**src/hw/smr_defines.svh**
```systemverilog
`ifndef SMR_DEFINES_SVH
`define SMR_DEFINES_SVH

// ****************************************
// register indices, byte address is four times the index
// ****************************************
`define SMR_IDX_LATCHED   9'h19b
`define SMR_IDX_INSEL     9'h19c
`define SMR_IDX_QS_MASK   9'h19d
`define SMR_IDX_SD_MASK   9'h19e
`define SMR_IDX_ERROR     9'h19f
`define SMR_IDX_STOP_CFG  9'h1a0
`define SMR_IDX_TIME      9'h1a4
`define SMR_IDX_TGT_REL   9'h1c0
`define SMR_IDX_TGT_IN    9'h1c2
`define SMR_IDX_LIVE      9'h1d0
`define SMR_IDX_IRQ_STAT  9'h1d1
`define SMR_IDX_IRQ_MASK  9'h1d2
`define SMR_IDX_TGT_SEL   9'h1d3

// ****************************************
// field positions
// ****************************************
`define SMR_BIT_PIN_ONE   12
`define SMR_BIT_PIN_TWO   13
`define SMR_BIT_APP_ONE   14
`define SMR_BIT_APP_TWO   15
`define SMR_SEL_ONE_LSB   0
`define SMR_SEL_TWO_LSB   4
`define SMR_FILT_LSB      8
`define SMR_IRQ_QSTOP     0
`define SMR_IRQ_SDOWN     1
`define SMR_IRQ_ERROR     2

// ****************************************
// reset values and responses
// ****************************************
`define SMR_RST_16        16'h0000
`define SMR_RST_32        32'h0000_0000
`define SMR_RST_IRQ       3'h0
`define SMR_RESP_OKAY     2'h0
`define SMR_RESP_SLVERR   2'h2

// ****************************************
// timing
// ****************************************
`define SMR_CLK_HZ        200000000
`define SMR_TICK_HZ       4000
`define SMR_TICK_CYCLES   (`SMR_CLK_HZ / `SMR_TICK_HZ)
`define SMR_FILT_STEP_NS  80
`define SMR_FILT_STEP_CYC ((`SMR_FILT_STEP_NS * (`SMR_CLK_HZ / 1000000)) / 1000)

`endif

```
**src/hw/smr_pkg.sv**
```systemverilog
package smr_pkg;

  typedef enum logic [1:0] {
    smr_wr_idle = 2'h0,
    smr_wr_addr = 2'h1,
    smr_wr_resp = 2'h3,
    smr_wr_data = 2'h2
  } smr_wr_state_type;

  typedef enum logic [2:0] {
    smr_tsel_register = 3'h0,
    smr_tsel_analog1  = 3'h1,
    smr_tsel_analog2  = 3'h2,
    smr_tsel_analog3  = 3'h3,
    smr_tsel_analog4  = 3'h4,
    smr_tsel_encoder  = 3'h5,
    smr_tsel_pulse    = 3'h6
  } smr_tsel_type;

  typedef logic [8:0] smr_index_type;

endpackage

```
**src/hw/smr_filt_if.sv**
```systemverilog
`timescale 1ns/100ps

interface smr_filt_if;
  logic [15:0] pins;
  logic [3:0]  sel_one;
  logic [3:0]  sel_two;
  logic [7:0]  delay;
  logic [1:0]  flt;

  modport ctrl (output pins, output sel_one, output sel_two, output delay, input flt);
  modport filt (input pins, input sel_one, input sel_two, input delay, output flt);
endinterface

```
**src/hw/smr_regs.sv**
```systemverilog
// Added by the designer: the AXI4-Lite register port.
`timescale 1ns/100ps
`include "smr_defines.svh"

module smr_regs
  import smr_pkg::*;
#(
  parameter int unsigned TICK_CYCLES = `SMR_TICK_CYCLES
) (
  // clock and reset
  input  wire logic        clk,
  input  wire logic        arst_n,
  // axi4-lite write address and data
  input  wire logic [11:0] s_axi_awaddr,
  input  wire logic        s_axi_awvalid,
  output logic             s_axi_awready,
  input  wire logic [31:0] s_axi_wdata,
  input  wire logic [3:0]  s_axi_wstrb,
  input  wire logic        s_axi_wvalid,
  output logic             s_axi_wready,
  // axi4-lite write response
  output logic [1:0]       s_axi_bresp,
  output logic             s_axi_bvalid,
  input  wire logic        s_axi_bready,
  // axi4-lite read
  input  wire logic [11:0] s_axi_araddr,
  input  wire logic        s_axi_arvalid,
  output logic             s_axi_arready,
  output logic [31:0]      s_axi_rdata,
  output logic [1:0]       s_axi_rresp,
  output logic             s_axi_rvalid,
  input  wire logic        s_axi_rready,
  // status sources
  input  wire logic [15:0] din,
  input  wire logic [10:0] cond_low,
  input  wire logic [1:0]  app_flag_set,
  input  wire logic [1:0]  app_flag_clr,
  input  wire logic        err_valid,
  input  wire logic [15:0] err_code,
  // target source
  input  wire logic [31:0] ext_target,
  // drive control
  output logic             quickstop,
  output logic             motor_release,
  output logic [15:0]      stop_cfg,
  output logic [31:0]      target_out,
  output logic [15:0]      status_out,
  output logic             irq
);

  localparam logic [31:0] TICK_LAST = 32'(TICK_CYCLES - 1);

  // ****************************************
  // functions
  // ****************************************
  function automatic smr_index_type to_index(input logic [11:0] a);
    return a[10:2];
  endfunction

  function automatic logic mapped(input logic [11:0] a);
    logic hit;
    hit = 1'b0;
    unique case (to_index(a))
      `SMR_IDX_LATCHED, `SMR_IDX_INSEL, `SMR_IDX_QS_MASK, `SMR_IDX_SD_MASK,
      `SMR_IDX_ERROR, `SMR_IDX_STOP_CFG, `SMR_IDX_TIME, `SMR_IDX_TGT_REL,
      `SMR_IDX_TGT_IN, `SMR_IDX_LIVE, `SMR_IDX_IRQ_STAT, `SMR_IDX_IRQ_MASK,
      `SMR_IDX_TGT_SEL: hit = 1'b1;
      default:          hit = 1'b0;
    endcase
    return hit && !a[11] && (a[1:0] == 2'h0);
  endfunction

  function automatic logic [31:0] merge(input logic [31:0] old, input logic [31:0] d,
                                        input logic [3:0] strb);
    logic [31:0] r;
    r = old;
    for (int b = 0; b < 4; b++) begin
      if (strb[b]) begin
        r[b*8 +: 8] = d[b*8 +: 8];
      end
    end
    return r;
  endfunction

  // ****************************************
  // state
  // ****************************************
  smr_wr_state_type wr_state, next_wr_state;
  logic [11:0]      awaddr_q, next_awaddr_q;
  logic [31:0]      wdata_q, next_wdata_q;
  logic [3:0]       wstrb_q, next_wstrb_q;
  logic             next_awready, next_wready, next_bvalid, next_arready, next_rvalid;
  logic [1:0]       next_bresp, next_rresp;
  logic [31:0]      next_rdata;

  logic [15:0]      live, next_live;
  logic [15:0]      latched, next_latched;
  logic [15:0]      insel, next_insel;
  logic [15:0]      qs_mask, next_qs_mask;
  logic [15:0]      sd_mask, next_sd_mask;
  logic [15:0]      last_err, next_last_err;
  logic [15:0]      stop_cfg_q, next_stop_cfg_q;
  logic [31:0]      time_cnt, next_time_cnt;
  logic [31:0]      prescale, next_prescale;
  logic [31:0]      tgt_rel, next_tgt_rel;
  logic [31:0]      tgt_in, next_tgt_in;
  smr_tsel_type     tgt_sel, next_tgt_sel;
  logic [1:0]       app_flags, next_app_flags;
  logic [2:0]       irq_stat, next_irq_stat;
  logic [2:0]       irq_mask, next_irq_mask;
  logic             next_quickstop, next_motor_release, next_irq;
  logic [31:0]      next_target_out;

  logic             aw_hs, w_hs, ar_hs, wr_fire;
  logic [11:0]      wa;
  logic [31:0]      wd;
  logic [3:0]       ws;
  logic [31:0]      wm;
  logic             trip_sd, trip_qs, rd_latched;

  smr_filt_if fif ();

  // ****************************************
  // input select and noise filter
  // ****************************************
  assign fif.pins    = din;
  assign fif.sel_one = insel[`SMR_SEL_ONE_LSB +: 4];
  assign fif.sel_two = insel[`SMR_SEL_TWO_LSB +: 4];
  assign fif.delay   = insel[`SMR_FILT_LSB +: 8];

  smr_filter u_filter (
    .clk    (clk),
    .arst_n (arst_n),
    .fb     (fif.filt)
  );

  // ****************************************
  // bus slave
  // ****************************************
  always_comb begin
    aw_hs         = s_axi_awvalid && s_axi_awready;
    w_hs          = s_axi_wvalid && s_axi_wready;
    ar_hs         = s_axi_arvalid && s_axi_arready;
    wa            = aw_hs ? s_axi_awaddr : awaddr_q;
    wd            = w_hs ? s_axi_wdata : wdata_q;
    ws            = w_hs ? s_axi_wstrb : wstrb_q;
    next_awaddr_q = aw_hs ? s_axi_awaddr : awaddr_q;
    next_wdata_q  = w_hs ? s_axi_wdata : wdata_q;
    next_wstrb_q  = w_hs ? s_axi_wstrb : wstrb_q;
    next_wr_state = wr_state;
    next_bvalid   = s_axi_bvalid;
    next_bresp    = s_axi_bresp;
    wr_fire       = 1'b0;
    unique case (wr_state)
      smr_wr_idle: begin
        if (aw_hs && w_hs) begin
          wr_fire = 1'b1;
        end else if (aw_hs) begin
          next_wr_state = smr_wr_addr;
        end else if (w_hs) begin
          next_wr_state = smr_wr_data;
        end
      end
      smr_wr_addr: begin
        wr_fire = w_hs;
      end
      smr_wr_data: begin
        wr_fire = aw_hs;
      end
      smr_wr_resp: begin
        if (s_axi_bready) begin
          next_wr_state = smr_wr_idle;
          next_bvalid   = 1'b0;
        end
      end
    endcase
    if (wr_fire) begin
      next_wr_state = smr_wr_resp;
      next_bvalid   = 1'b1;
      next_bresp    = mapped(wa) ? `SMR_RESP_OKAY : `SMR_RESP_SLVERR;
    end
    next_awready = (next_wr_state == smr_wr_idle) || (next_wr_state == smr_wr_data);
    next_wready  = (next_wr_state == smr_wr_idle) || (next_wr_state == smr_wr_addr);

    next_rvalid = s_axi_rvalid && !s_axi_rready;
    next_rdata  = s_axi_rdata;
    next_rresp  = s_axi_rresp;
    rd_latched  = 1'b0;
    if (ar_hs) begin
      next_rvalid = 1'b1;
      next_rresp  = mapped(s_axi_araddr) ? `SMR_RESP_OKAY : `SMR_RESP_SLVERR;
      next_rdata  = 32'h0000_0000;
      if (mapped(s_axi_araddr)) begin
        unique case (to_index(s_axi_araddr))
          `SMR_IDX_LATCHED: begin
            next_rdata = {16'h0000, latched};
            rd_latched = 1'b1;
          end
          `SMR_IDX_INSEL:    next_rdata = {16'h0000, insel};
          `SMR_IDX_QS_MASK:  next_rdata = {16'h0000, qs_mask};
          `SMR_IDX_SD_MASK:  next_rdata = {16'h0000, sd_mask};
          `SMR_IDX_ERROR:    next_rdata = {16'h0000, last_err};
          `SMR_IDX_STOP_CFG: next_rdata = {16'h0000, stop_cfg_q};
          `SMR_IDX_TIME:     next_rdata = time_cnt;
          `SMR_IDX_TGT_REL:  next_rdata = tgt_rel;
          `SMR_IDX_TGT_IN:   next_rdata = tgt_in;
          `SMR_IDX_LIVE:     next_rdata = {16'h0000, live};
          `SMR_IDX_IRQ_STAT: next_rdata = {29'h0000_0000, irq_stat};
          `SMR_IDX_IRQ_MASK: next_rdata = {29'h0000_0000, irq_mask};
          default:           next_rdata = {29'h0000_0000, tgt_sel};
        endcase
      end
    end
    // one read in flight; a new address is taken only once the data left
    next_arready = !next_rvalid;
  end

  always_ff @(posedge clk or negedge arst_n) begin
    if (!arst_n) begin
      wr_state      <= smr_wr_idle;
      awaddr_q      <= 12'h000;
      wdata_q       <= `SMR_RST_32;
      wstrb_q       <= 4'h0;
      s_axi_awready <= 1'b0;
      s_axi_wready  <= 1'b0;
      s_axi_bvalid  <= 1'b0;
      s_axi_bresp   <= `SMR_RESP_OKAY;
      s_axi_arready <= 1'b0;
      s_axi_rvalid  <= 1'b0;
      s_axi_rdata   <= `SMR_RST_32;
      s_axi_rresp   <= `SMR_RESP_OKAY;
    end else begin
      wr_state      <= next_wr_state;
      awaddr_q      <= next_awaddr_q;
      wdata_q       <= next_wdata_q;
      wstrb_q       <= next_wstrb_q;
      s_axi_awready <= next_awready;
      s_axi_wready  <= next_wready;
      s_axi_bvalid  <= next_bvalid;
      s_axi_bresp   <= next_bresp;
      s_axi_arready <= next_arready;
      s_axi_rvalid  <= next_rvalid;
      s_axi_rdata   <= next_rdata;
      s_axi_rresp   <= next_rresp;
    end
  end

  // ****************************************
  // register file and drive logic
  // ****************************************
  always_comb begin
    wm                 = 32'h0000_0000;
    next_insel         = insel;
    next_qs_mask       = qs_mask;
    next_sd_mask       = sd_mask;
    next_stop_cfg_q    = stop_cfg_q;
    next_tgt_rel       = tgt_rel;
    next_tgt_in        = tgt_in;
    next_tgt_sel       = tgt_sel;
    next_irq_mask      = irq_mask;
    next_irq_stat      = irq_stat;
    next_last_err      = last_err;
    next_time_cnt      = time_cnt;
    next_prescale      = prescale + 32'h0000_0001;

    // time base wraps naturally at 2^32 ticks
    if (prescale >= TICK_LAST) begin
      next_prescale = 32'h0000_0000;
      next_time_cnt = time_cnt + 32'h0000_0001;
    end

    if (wr_fire && mapped(wa)) begin
      unique case (to_index(wa))
        `SMR_IDX_INSEL:    next_insel      = 16'(merge({16'h0000, insel}, wd, ws));
        `SMR_IDX_QS_MASK:  next_qs_mask    = 16'(merge({16'h0000, qs_mask}, wd, ws));
        `SMR_IDX_SD_MASK:  next_sd_mask    = 16'(merge({16'h0000, sd_mask}, wd, ws));
        `SMR_IDX_STOP_CFG: next_stop_cfg_q = 16'(merge({16'h0000, stop_cfg_q}, wd, ws));
        `SMR_IDX_TIME: begin
          next_time_cnt = merge(time_cnt, wd, ws);
          next_prescale = 32'h0000_0000;
        end
        `SMR_IDX_TGT_REL: begin
          wm           = merge(32'h0000_0000, wd, ws);
          next_tgt_rel = wm;
          next_tgt_in  = tgt_in + wm;
        end
        `SMR_IDX_TGT_IN:   next_tgt_in   = merge(tgt_in, wd, ws);
        `SMR_IDX_IRQ_STAT: next_irq_stat = irq_stat & ~wd[2:0];
        `SMR_IDX_IRQ_MASK: next_irq_mask = wd[2:0];
        `SMR_IDX_TGT_SEL: begin
          if (wd[2:0] <= 3'h6) begin
            next_tgt_sel = smr_tsel_type'(wd[2:0]);
          end
        end
        default: begin
        end
      endcase
    end

    // read-only registers ignore writes; a new error overwrites the old code
    if (err_valid) begin
      next_last_err = err_code;
    end

    next_app_flags = (app_flags & ~app_flag_clr) | app_flag_set;

    next_live                   = {5'h00, cond_low};
    next_live[`SMR_BIT_PIN_ONE] = fif.flt[0];
    next_live[`SMR_BIT_PIN_TWO] = fif.flt[1];
    next_live[`SMR_BIT_APP_ONE] = app_flags[0];
    next_live[`SMR_BIT_APP_TWO] = app_flags[1];

    // a read clears the copy, but a live bit in that cycle sets it again
    next_latched = (rd_latched ? 16'h0000 : latched) | live;

    trip_sd            = |(live & sd_mask);
    trip_qs            = |(live & qs_mask) && !trip_sd;
    next_motor_release = trip_sd;
    next_quickstop     = trip_qs;

    // events set after clears so a same-cycle event is kept
    if (trip_qs && !quickstop) begin
      next_irq_stat[`SMR_IRQ_QSTOP] = 1'b1;
    end
    if (trip_sd && !motor_release) begin
      next_irq_stat[`SMR_IRQ_SDOWN] = 1'b1;
    end
    if (err_valid) begin
      next_irq_stat[`SMR_IRQ_ERROR] = 1'b1;
    end
    next_irq = |(next_irq_stat & next_irq_mask);

    next_target_out = (tgt_sel == smr_tsel_register) ? tgt_in : ext_target;
  end

  always_ff @(posedge clk or negedge arst_n) begin
    if (!arst_n) begin
      live          <= `SMR_RST_16;
      latched       <= `SMR_RST_16;
      insel         <= `SMR_RST_16;
      qs_mask       <= `SMR_RST_16;
      sd_mask       <= `SMR_RST_16;
      last_err      <= `SMR_RST_16;
      stop_cfg_q    <= `SMR_RST_16;
      time_cnt      <= `SMR_RST_32;
      prescale      <= `SMR_RST_32;
      tgt_rel       <= `SMR_RST_32;
      tgt_in        <= `SMR_RST_32;
      tgt_sel       <= smr_tsel_register;
      app_flags     <= 2'h0;
      irq_stat      <= `SMR_RST_IRQ;
      irq_mask      <= `SMR_RST_IRQ;
      quickstop     <= 1'b0;
      motor_release <= 1'b0;
      irq           <= 1'b0;
      target_out    <= `SMR_RST_32;
      stop_cfg      <= `SMR_RST_16;
      status_out    <= `SMR_RST_16;
    end else begin
      live          <= next_live;
      latched       <= next_latched;
      insel         <= next_insel;
      qs_mask       <= next_qs_mask;
      sd_mask       <= next_sd_mask;
      last_err      <= next_last_err;
      stop_cfg_q    <= next_stop_cfg_q;
      time_cnt      <= next_time_cnt;
      prescale      <= next_prescale;
      tgt_rel       <= next_tgt_rel;
      tgt_in        <= next_tgt_in;
      tgt_sel       <= next_tgt_sel;
      app_flags     <= next_app_flags;
      irq_stat      <= next_irq_stat;
      irq_mask      <= next_irq_mask;
      quickstop     <= next_quickstop;
      motor_release <= next_motor_release;
      irq           <= next_irq;
      target_out    <= next_target_out;
      stop_cfg      <= next_stop_cfg_q;
      status_out    <= next_live;
    end
  end

endmodule

```
**src/hw/smr_filter.sv**
```systemverilog
`timescale 1ns/100ps
`include "smr_defines.svh"

module smr_filter
  import smr_pkg::*;
(
  // clock and reset
  input wire logic clk,
  input wire logic arst_n,
  // selection and result
  smr_filt_if.filt fb
);

  localparam logic [11:0] STEP = 12'(`SMR_FILT_STEP_CYC);

  logic [11:0] cnt      [2];
  logic [11:0] next_cnt [2];
  logic [1:0]  flt;
  logic [1:0]  next_flt;
  logic [1:0]  raw;
  logic [11:0] limit;

  // a change must stay stable for delay*step+1 cycles before it shows
  always_comb begin
    limit    = 12'(fb.delay * STEP);
    raw[0]   = fb.pins[fb.sel_one];
    raw[1]   = fb.pins[fb.sel_two];
    next_flt = flt;
    for (int i = 0; i < 2; i++) begin
      next_cnt[i] = 12'h000;
      if (raw[i] != flt[i]) begin
        if (cnt[i] >= limit) begin
          next_flt[i] = raw[i];
        end else begin
          next_cnt[i] = cnt[i] + 12'h001;
        end
      end
    end
  end

  always_ff @(posedge clk or negedge arst_n) begin
    if (!arst_n) begin
      flt    <= 2'h0;
      cnt[0] <= 12'h000;
      cnt[1] <= 12'h000;
    end else begin
      flt    <= next_flt;
      cnt[0] <= next_cnt[0];
      cnt[1] <= next_cnt[1];
    end
  end

  assign fb.flt = flt;

endmodule

```
**config.mk**
```make
export PLATFORM = sky130hd
export DESIGN_NAME = smr_regs
export DESIGN_NICKNAME = d
export VERILOG_FILES = /design/src/hw/smr_pkg.sv /design/src/hw/smr_filt_if.sv /design/src/hw/smr_regs.sv /design/src/hw/smr_filter.sv
export VERILOG_INCLUDE_DIRS = /design/src /design/src/hw
export SDC_FILE = /design/constraint.sdc
export NUM_CORES = 1
export LEC_CHECK = 0
export BUFFER_PORTS_ARGS = -buffer_cell sky130_fd_sc_hd__buf_2
export CORE_UTILIZATION = 30
export DETAILED_ROUTE_END_ITERATION = 7
export PLACE_DENSITY = 0.5
export SLEW_MARGIN = 20
export SYNTH_ARGS = -nofsm -noshare
export SYNTH_HDL_FRONTEND = slang
export SYNTH_SLANG_ARGS = --single-unit
export TNS_END_PERCENT = 100
```
**constraint.sdc**
```tcl
create_clock -name clk -period 7.6 [get_ports clk]
set_input_delay 1.52 -clock clk [delete_from_list [all_inputs] [get_ports clk]]
set_output_delay 1.52 -clock clk [all_outputs]
set_load 0.01 [all_outputs]
```
## Word-level counts from Yosys, hierarchy flattened

Index checks and enable logic that the tools add are counted.

- Add/subtract/negate cells: 5
- Multiply operators: 0
- Div/mod/pow operators: 0
- Magnitude comparators: 6
- Eq/ne operators: 41
- Shift operators: 0
- Multiplexer cells: 66
- Bitwise operators: 9
- Reductions and logical operators: 54

Operators with widths:

| kind | number |
|---|---|
| one-hot mux 32 bit (12 select lines) | 1 |
| two-way mux 32 bit | 9 |
| equality test 9 bit, second input constant | 26 |
| two-way mux 8 bit | 16 |
| adder 32 x 1 -> 32 bit, second input constant | 2 |
| one-hot mux 32 bit (2 select lines) | 1 |
| two-way mux 12 bit | 5 |
| AND reduction 3 bit | 13 |
| adder 32 bit | 1 |
| bitwise AND 16 bit | 2 |
| greater-or-equal comparator 32 x 16 -> 1 bit, second input constant | 1 |
| OR reduction 16 bit | 2 |
| OR reduction 13 bit | 2 |
| adder 12 x 1 -> 12 bit, second input constant | 2 |
| greater-or-equal comparator 12 bit | 2 |
| two-way mux 1 bit | 17 |
| two-way mux 16 bit | 1 |
| OR 16 bit | 1 |
| logical AND 1 bit | 15 |
| two-way mux 2 bit | 7 |
| two-way mux 3 bit | 4 |
| inequality test 3 bit, second input constant | 4 |
| < comparator 4 x 5 -> 1 bit, second input constant | 2 |
| binary-select mux 1 bit (select 4 bit) | 2 |
| other kinds (20) | 43 |

- Register bits after elaboration: 402
- Latch bits: 0
- RAM bits: 0
- Bits in read-only memories: 0
- Output and inout bits: 108
- Memories kept: 0

## Logic depth before layout (Yosys ltp)

Gate-level depths: netlist of the first run.

- Depth in word-level cells: 12
- Depth in mapped cells: 16
- Depth with buffers taken out: 15

## Hierarchy

Synthesis of the first run repeated with hierarchy kept, for this count alone.

- Cells, all modules: 1,951
- Area total of the unflattened synthesis: 19,840.3 um^2

Modules (own cells, without submodules):

| module | instances | cells each | area each (um^2) | sequential area each (um^2) |
|---|---|---|---|---|
| smr_regs | 1 | 1,762 | 17,834.6 | 9,334.0 |
| smr_filter | 1 | 189 | 2,005.7 | 650.6 |

## Worst setup path before layout of the first run

Ideal clock, no wire load.

- Path type: input to register
- Start: input s_axi_wvalid
- End: register tgt_in[31]
- Setup time: 0.087 ns
- Data arrival time: 5.003 ns
- Path slack: 2.510 ns
- Cell stages on the path: 16
- Cell sequence: and2_1 clkbuf_1 buf_1 mux2i_1 nor2_1 ha_1 clkbuf_1 a2111oi_0 o21ai_0 nand4bb_1 a21oi_1 o22ai_1 o211ai_1 a2111oi_0 o211ai_1 o211ai_1

- Longest elaborated chain between the ends: 7
- Elaborated cells between the ends (all ways): 24
- Those cells by class: 1 x add/sub; 1 x eq/ne; 18 x mux; 4 x reduce/logical

RTL lines:

| element | RTL line | text |
|---|---|---|
| from (decl) | smr_regs.sv:19 | `input wire logic s_axi_wvalid,` |
| logical AND 1 bit * | smr_regs.sv:142 | `w_hs = s_axi_wvalid && s_axi_wready;` |
| two-way mux 32 bit / two-way mux 4 bit (equally long branches) | - |  |
| two-way mux 8 bit | smr_regs.sv:78 | `if (strb[b]) begin` |
| two-way mux 8 bit | smr_regs.sv:273 | `unique case (to_index(wa))` |
| two-way mux 8 bit | smr_regs.sv:272 | `if (wr_fire && mapped(wa)) begin` |
| adder 32 bit | smr_regs.sv:285 | `next_tgt_in = tgt_in + wm;` |
| one-hot mux 32 bit (2 select lines) | smr_regs.sv:273 |  |
| to (signal assigned) | smr_regs.sv:348 | `` tgt_in <= `SMR_RST_32; `` |
| to (signal assigned) | smr_regs.sv:370 | `tgt_in <= next_tgt_in;` |
| to (decl) | smr_regs.sv:106 | `logic [31:0] tgt_in, next_tgt_in;` |

Every way passes the cells marked *; elsewhere a longest branch is shown, timed or not. The select of a mux whose other input is x is not followed.
A chain may end at the register's enable or synchronous reset.

## Final worst setup path of the first run

Same ends and word-level chain as after synthesis.

==> results_dict.tcl, run 1 <==
set metrics [dict create \
    track_usage 0.2035 \
    r2r_start "s_axi_wready" \
    overflow 0 \
    period_share 0.7031 \
    synth.distinct_cells 79 \
    core_area_mm2 0.06458 \
    grt_pass1_vias 16313 \
    vias 16199 \
    fp.dieW_um 258.0 \
    setup_viol 0 \
    critPathLaunchType "input pin" \
    hp-start "app_flags[0]" \
    post_cts_buffers 0 \
    synthToLayoutAreaGrowth_pct 20.27 \
    status "complete, no violations" \
    cts_buffer_depth 3 \
    cp_cell_sequence "buf_2 -> nand2_1 -> mux2i_1 -> inv_1 -> nand2_1 -> inv_1 -> ha_1 -> a211oi_1 -> o21ai_0 -> nand4bb_1 -> a21oi_1 -> o22ai_1 -> o211ai_1 -> a2111oi_0 -> o211ai_1 -> o211ai_1" \
    antenna_found_initial 0 \
    cp.arrival_ns 5.85 \
    cts-resized-gates 0 \
    min-delay-path-class "reg2reg" \
    h-tree-depth 2 \
    cp.required_ns 8.11 \
    syn_inst 1904 \
    synth_area_per_cell_um2 10.32 \
    clkLatencyLatePin_ns 0.61 \
    drive_above_1_share 0.2191 \
    power_density_mw_per_mm2 265.0 \
    period_minus_slack_ns 5.344 \
    slew_viol_final 0 \
    slowest_delay_ns 0.68 \
    hold_viol 0 \
    p_leak_nw 11.09 \
    finClkSkew_ns 0.03254 \
    ys.flop_type "dfrtp_1" \
    finalWirelength_um 68200 \
    port_buffers 251 \
    cpMaxStageDelayCell "mux2i_1" \
    layout.nets 2373 \
    tritoncts "yes" \
    gp_congestion 0.9097 \
    ys_warn_count 0 \
    setup.worst_path.start "s_axi_wvalid" \
    cts_buffers 48 \
    slew_headroom 0.2839 \
    hold_buffers 0 \
    cts_sinks 399 \
    rsz0062_at_grt "false" \
    cts_root_buffer "clkbuf_16" \
    path_common_cell "o211ai_1" \
    die_y_um 258.0 \
    ir_drop_mv 0.1695 \
    synthArstFlopShare 1.000 \
    setup_ws_ns 2.256 \
    drtPass1Iterations 5 \
    synth-seq-cells 399 \
    via_per_inst 5.294 \
    placed_area_mm2 0.02195 \
    final_util 0.3660 \
    grt_first_pass_wirelength_um 103000 \
    num_rows 93 \
    start_util 0.3043 \
    synth_edf_count 0 \
    hold_ws_ns 0.3861 \
    crit_family "compound AO/OA/AOI/OAI gates" \
    syn_area_mm2 0.01965 \
    synth_seq_area_share 0.5080 \
    critPathMaxFanout 8 \
    path_buf_inv 3 \
    drt_iter0_markers 1479 \
    place_hpwl_um 49720 \
    drv_cap 0 \
    wl_per_cell_um 22.29 \
    ios 255 \
    dieArea_mm2 0.06654 \
    pre_cts_slack_ns 1.713 \
    r2r_slack_ns 2.88 \
    tns_ns 0 \
    ant_nets 0 \
    drcViolationCount 0 \
    endpoint_kind "flop" \
    grt_max_degree 139 \
    fin_area_mm2 0.02364 \
    layout_commonest_cell "dfrtp_1" \
    final_cell_mix "dfrtp_1, buf_2, nand2_1" \
    path_class "in2reg" \
    max_freq_ghz 0.1871 \
    worst_pin_slew_ns 1.070 \
    clkTransAtPathRegs_ns 0.06 \
]
Yosys cell counts (28+ instances only):
library cell  instances  area (µm²)
nand2_1             181       679.4
a21oi_1             113       565.5
nand3_1              42       210.2
clkbuf_1             62       232.7
a21o_1               43       322.8
dfrtp_1             399        9985
mux2i_1              58       580.6
a221oi_1             28       245.2
inv_1                81       304.0
nor2_1              175       656.9
ha_1                 57       713.2
and3_1               37       231.5
o21ai_0             123       615.6
xor2_1               32       280.3
mux2_2               87       979.7
cell type report:
| cell class | instances | area [µm²] |
|---|---|---|
| fillers | 6466 | 40940 |
| flip-flops and latches | 399 | 9985 |
| multi-input cells | 1355 | 9096 |
| repair buffers | 282 | 1531 |
| clock buffers | 66 | 1349 |
| well taps | 855 | 1070 |
| inverters | 82 | 307.8 |
| clock inverters | 20 | 296.5 |
| diodes | 1 | 2.502 |
report_power, final:
| part | switching, mW | internal (mW) |
|---|---|---|
| clock | 0.976 | 1.45 |
| combinational | 0.899 | 0.473 |
| sequential | 0.141 | 2.32 |
per-stage QoR:
step | power [mW] | cells
6_report | 6.265 | 3060
5_1_grt | 6.563 | 3059
4_1_cts | 6.320 | 3058
3_5_place_dp | 3.860 | 2972
3_3_place_gp | 3.828 | 2972
2_1_floorplan | 3.336 | 1922
flip-flops by register name, summed over array words and instances, names as in the netlist, 3 cells and up:
name,cells
prescale,32
s_axi_rdata,32
target_out,32
tgt_in,32
tgt_rel,32
time_cnt,32
wdata_q,32
u_filter.cnt,24
insel,16
last_err,16
qs_mask,16
sd_mask,16
stop_cfg_q,16
latched,15
live,15
awaddr_q,12
wstrb_q,4
irq_mask,3
irq_stat,3
tgt_sel,3
cell families after synthesis:
family,synth area share
other,0.0001908
buffers and inverters,0.03495
DFF,0.5080
and+or+nand+nor,0.1308
AOI/OAI and AO/OA,0.1709
xor gates and xnor gates,0.02451
adders and majority gates,0.03731
muxes,0.09333
path summary, 6_finish.rpt:
path | end | depth (start not counted)
worst max-delay path | tgt_in[31] | 16
worst min-delay path | live[14] | 0
worst max register to register | tgt_in[31] | 15
worst min register to register | live[14] | 0
max in group asynchronous | target_out[21] | 2
min in group asynchronous | target_out[2] | 1
routing by layer:
metal | vias up | wire length, µm | GRT usage
li1 | 7435 | - | -
met2 | 562 | 31500 | 0.3256
met3 | 99 | 3636 | 0.02709
met1 | 8103 | 31450 | 0.2861
met5 | - | 0 | 0
met4 | 0 | 1609 | 0.05983
Note: power is estimated with default switching activity, not from simulation.
==> run 2, diff against run 1 <==
clock period = 5.4 ns   (was 7.6 ns; I/O delays follow)
==> results_dict.tcl, run 2 (synthesis gave the netlist of run 1 again) <==
set metrics [dict create \
    status "complete, no violations" \
    p_leak_nw 11.21 \
    crit_family "compound AO/OA/AOI/OAI gates" \
    min-delay-path-class "reg2reg" \
    overflow 0 \
    cts_root_buffer "clkbuf_16" \
    drv_cap 0 \
    grt_pass1_vias 16403 \
    final_cell_mix "dfrtp_1, buf_2, nand2_1" \
    slowest_delay_ns 0.57 \
    port_buffers 251 \
    period_minus_slack_ns 4.478 \
    placed_cells 2997 \
    r2r_end "tgt_in[31]" \
    endpoint_kind "flop" \
    die_y_um 258.0 \
    antenna_found_initial 2 \
    r2r_start "s_axi_wready" \
    drcViolationCount 0 \
    cp.required_ns 5.91 \
    cpMaxStageDelayCell "and2_2" \
    tritoncts "yes" \
    ant_nets 0 \
    pre_cts_slack_ns 0.3795 \
    rsz0062_at_grt "false" \
    r2r_slack_ns 1.11 \
    layout.nets 2397 \
    setup_viol 0 \
    critPathMaxFanout 17 \
    via_per_inst 5.264 \
    slew_headroom 0.2164 \
    fp.dieW_um 258.0 \
    fin_cells 3088 \
    critPathLaunchType "input pin" \
    synthToLayoutAreaGrowth_pct 21.10 \
    whs_endpoint "live[15]" \
    dieArea_mm2 0.06654 \
    comb_power_share 0.234 \
    place_hpwl_um 50080 \
    finClkSkew_ns 0.02055 \
    cts_buffers 48 \
    cp.arrival_ns 4.98 \
    path_common_cell "o211ai_1" \
    grt_max_degree 118 \
    h-tree-depth 2 \
    cts-resized-gates 0 \
    wl_per_cell_um 21.89 \
    max_freq_ghz 0.2233 \
    worstSetupPathDepth 16 \
    setup_ws_ns 0.9219 \
    core_area_mm2 0.06458 \
    hp-start "app_flags[1]" \
    fin_area_mm2 0.02380 \
    path_buf_inv 3 \
    power_frac_clock 0.376 \
    layout_commonest_cell "dfrtp_1" \
    fill_cells 6481 \
    clkLatencyLatePin_ns 0.60 \
    drtPass1Iterations 5 \
    finalWirelength_um 67590 \
    hold_ws_ns 0.3870 \
    ir_drop_mv 0.2470 \
    slew_viol_final 0 \
    gp_congestion 0.8821 \
    total_power_mw 8.918 \
    grt_first_pass_wirelength_um 102900 \
    hold_viol 0 \
    switching_share 0.3270 \
    post_cts_buffers 0 \
    p_int_mw 6.002 \
    whs_path_depth 0 \
    power_density_mw_per_mm2 374.7 \
    start_util 0.3043 \
    drive_above_1_share 0.2285 \
    placed_area_mm2 0.02216 \
    switchingPower_mw 2.916 \
    cts_buffer_depth 3 \
    drt_iter0_markers 1289 \
    path_class "in2reg" \
    hold_buffers 0 \
    ios 255 \
    tns_ns 0 \
    worst_pin_slew_ns 1.174 \
    num_rows 93 \
    final_util 0.3685 \
    r2r_cells 15 \
    vias 16254 \
    track_usage 0.2024 \
    period_share 0.8293 \
    p_seq_frac 0.389 \
    cts_sinks 399 \
    clkTransAtPathRegs_ns 0.06 \
    cp_cell_sequence "buf_2 -> and2_2 -> buf_4 -> mux2i_1 -> nor2_1 -> ha_1 -> a2111oi_0 -> nor3_1 -> nand4bb_1 -> a21oi_1 -> o22ai_1 -> buf_4 -> o211ai_1 -> a2111oi_0 -> o211ai_1 -> o211ai_1" \
]
-- run 2: cell count changes in the layout (fill, tap and decap cells not counted), moves of 2 or more --
cell / before / now
buf_12: 1 / 3
clkinv_2: 6 / 9
buf_4: 29 / 52
inv_6: 3 / 1
clkbuf_8: 8 / 14
bufinv_16: 6 / 3
-- run 2: cell type report --
type,count,area [µm²],area share
Clock inverter,19,212.7,0.008937
Timing Repair Buffer,306,1717,0.07213
Tap cell,855,1070,0.04495
Multi-Input combinational cell,1355,9079,0.3815
Antenna cell,1,2.502,0.0001051
Inverter,82,307.8,0.01293
Sequential cell,399,9985,0.4195
Clock buffer,71,1428,0.05998
-- run 2: metal layers --
metal | track usage | vias to the layer above | wire length [µm]
li1 | - | 7486 | -
met1 | 0.2760 | 8111 | 30680
met2 | 0.3228 | 554 | 30820
met3 | 0.03534 | 101 | 4008
met4 | 0.07051 | 2 | 2074
met5 | 0 | - | 8
-- run 2: how the worst max path moves through the flow --
stage                      end          from
global route        tgt_in[31]  s_axi_wvalid
global placement    tgt_in[30]  s_axi_wvalid
CTS                 tgt_in[31]  s_axi_wvalid
detailed placement  tgt_in[31]  s_axi_wvalid
finish              tgt_in[31]  s_axi_wvalid
floorplan           tgt_in[31]  s_axi_wvalid
-- run 2: power groups by stage --
stage               Sequential (mW)  Combinational (mW)  Clock (mW)
floorplan                      3.44                1.25           0
global placement               3.52                2.04           0
detailed placement             3.52                2.08           0
CTS                            3.47                2.09        3.45
global route                   3.50                2.30        3.58
finish                         3.47                2.09        3.36
==> run 3, diff against run 2 <==
PLACE_DENSITY = 0.52   (was 0.5)
clock period = 3.8 ns   (was 5.4 ns; I/O delays follow)
==> results_dict.tcl, run 3 (synthesis gave the netlist of run 1 again) <==
set metrics [dict create \
    drcViolationCount 0 \
    p_leak_nw 11.90 \
    placed_cells 3120 \
    finalWirelength_um 69520 \
    ir_drop_mv 0.3058 \
    drt_iter0_markers 1439 \
    multi_input_area_mm2 0.009150 \
    drv_cap 0 \
    top_layer "met4" \
    grt_max_degree 101 \
    endpoint_kind "flop" \
    setup_ws_ns 0.1976 \
    final_cell_mix "dfrtp_1, buf_2, nand2_1" \
    cts_buffers 47 \
    fin_cells 3214 \
    slew_viol_final 0 \
    r2r_start "s_axi_wready" \
    track_usage 0.2076 \
    worst_pin_slew_ns 0.8090 \
    period_minus_slack_ns 3.602 \
    gp_congestion 0.8790 \
    hold_ws_ns 0.1549 \
    drive_above_1_share 0.2739 \
    drtPass1Iterations 8 \
    via_per_inst 5.204 \
    setup_viol 0 \
    period_share 0.9480 \
    vias 16726 \
    cts_sinks 399 \
    fp.dieW_um 258.0 \
    tritoncts "yes" \
    wl_per_cell_um 21.63 \
    start_util 0.3043 \
    dieArea_mm2 0.06654 \
    power_density_mw_per_mm2 537.0 \
    grt_first_pass_wirelength_um 105400 \
    critPathMaxFanout 7 \
    grt_pass1_vias 16917 \
    hold_buffers 0 \
    hold_viol 0 \
    cts_buffer_depth 3 \
    r2r_slack_ns 0.20 \
    drt-met1-wl_um 31450 \
    h-tree-depth 2 \
    cp.arrival_ns 4.08 \
    critPathLaunchType "flop" \
    ant_nets 0 \
    core_area_mm2 0.06458 \
    port_buffers 251 \
    pre_cts_slack_ns -0.4881 \
    status "complete, no violations" \
    synthToLayoutAreaGrowth_pct 27.12 \
    layout.nets 2522 \
    min-delay-path-class "in2async" \
    layout_commonest_cell "dfrtp_1" \
    setup.worst_path.start "s_axi_wready" \
    rsz0062_at_grt "true" \
    clkTransAtPathRegs_ns 0.06 \
    max_freq_ghz 0.2776 \
    regArea_mm2 0.009985 \
    num_rows 93 \
    clkLatencyLatePin_ns 0.62 \
    routed-wl-met3_um 4066 \
    cp.required_ns 4.27 \
    place_hpwl_um 51430 \
    antenna_found_initial 0 \
    ios 255 \
    path_class "reg2reg" \
    slew_headroom 0.4565 \
    fill_cells 6417 \
    overflow 0 \
    route.met2.wl_um 32640 \
    die_y_um 258.0 \
    cts_root_buffer "clkbuf_16" \
    finClkSkew_ns 0.04120 \
]
run 3: changes by cell type in the layout (fill, tap and decap cells not counted), moves of 3 or more:
cell | before | now
buf_4 | 52 | 170
clkinvlp_4 | 2 | 5
a2111oi_0 | 5 | 2
diode_2 | 1 | 4
mux2i_2 | 0 | 3
mux2i_1 | 58 | 54
bufinv_16 | 3 | 7
buf_12 | 3 | 11
clkbuf_8 | 14 | 9
run 3: per-layer routing:
layer	vias up	track usage
li1	7745	-
met2	535	0.3410
met4	0	0.05309
met5	-	0
met3	90	0.02984
met1	8356	0.2861
run 3: path summary, 6_finish.rpt:
check	end	cells after the start
max	tgt_in[28]	15
min	live[2]	1
max reg2reg	tgt_in[28]	15
min reg2reg	live[14]	0
max in group asynchronous	tgt_in[22]	2
min in group clk	live[10]	1
run 3: critical path, stage by stage (launching register included):
cell and delay (ns):
dfrtp_1 0.43, nand2_4 0.17, mux2i_1 0.26, buf_4 0.19, nor2_1 0.06, ha_1 0.35, and3_1 0.21, and3_1 0.22
a311oi_1 0.29, nand4_1 0.20, a31oi_4 0.24, o21ai_0 0.16, buf_4 0.17, a31oi_1 0.23, mux2i_1 0.24, nand2_1 0.07
run 3: repair_timing:
action                     in CTS  in global routing
resized for setup               2                  9
pin swaps                       0                  1
setup endpoints to repair       1                  8
setup buffers                   0                  3
run 3: stage by stage:
step / TNS (ns) / util / instance area [µm²] / power [mW]
after floorplan: -0.001688 / - / 19780 / 6.714
after CTS: 0 / 0.3858 / 24920 / 13.49
final: 0 / 0.3869 / 24980 / 13.42
after global routing: -0.001536 / 0.3867 / 24970 / 14.05
after global placement: -2.601 / 0.3595 / 23220 / 8.462
after detailed placement: -3.510 / 0.3595 / 23220 / 8.514
run 3: area by class of cell:
| cell class | count | share of cell area |
|---|---|---|
| inverters | 82 | 0.01232 |
| well taps | 855 | 0.04282 |
| diodes | 4 | 0.0004006 |
| clock inverters | 24 | 0.01492 |
| repair buffers | 432 | 0.1106 |
| flip-flops and latches | 399 | 0.3996 |
| clock buffers | 63 | 0.05308 |
| multi-input cells | 1355 | 0.3662 |
run 3: where the power goes:
group          leakage (nW)  switching [mW]  total (mW)  internal, mW
registers              5.16           0.296        4.95          4.65
logic                  5.92            2.07        3.57          1.51
clock network         0.817            1.95        4.90          2.95
total                  11.9            4.31        13.4          9.11
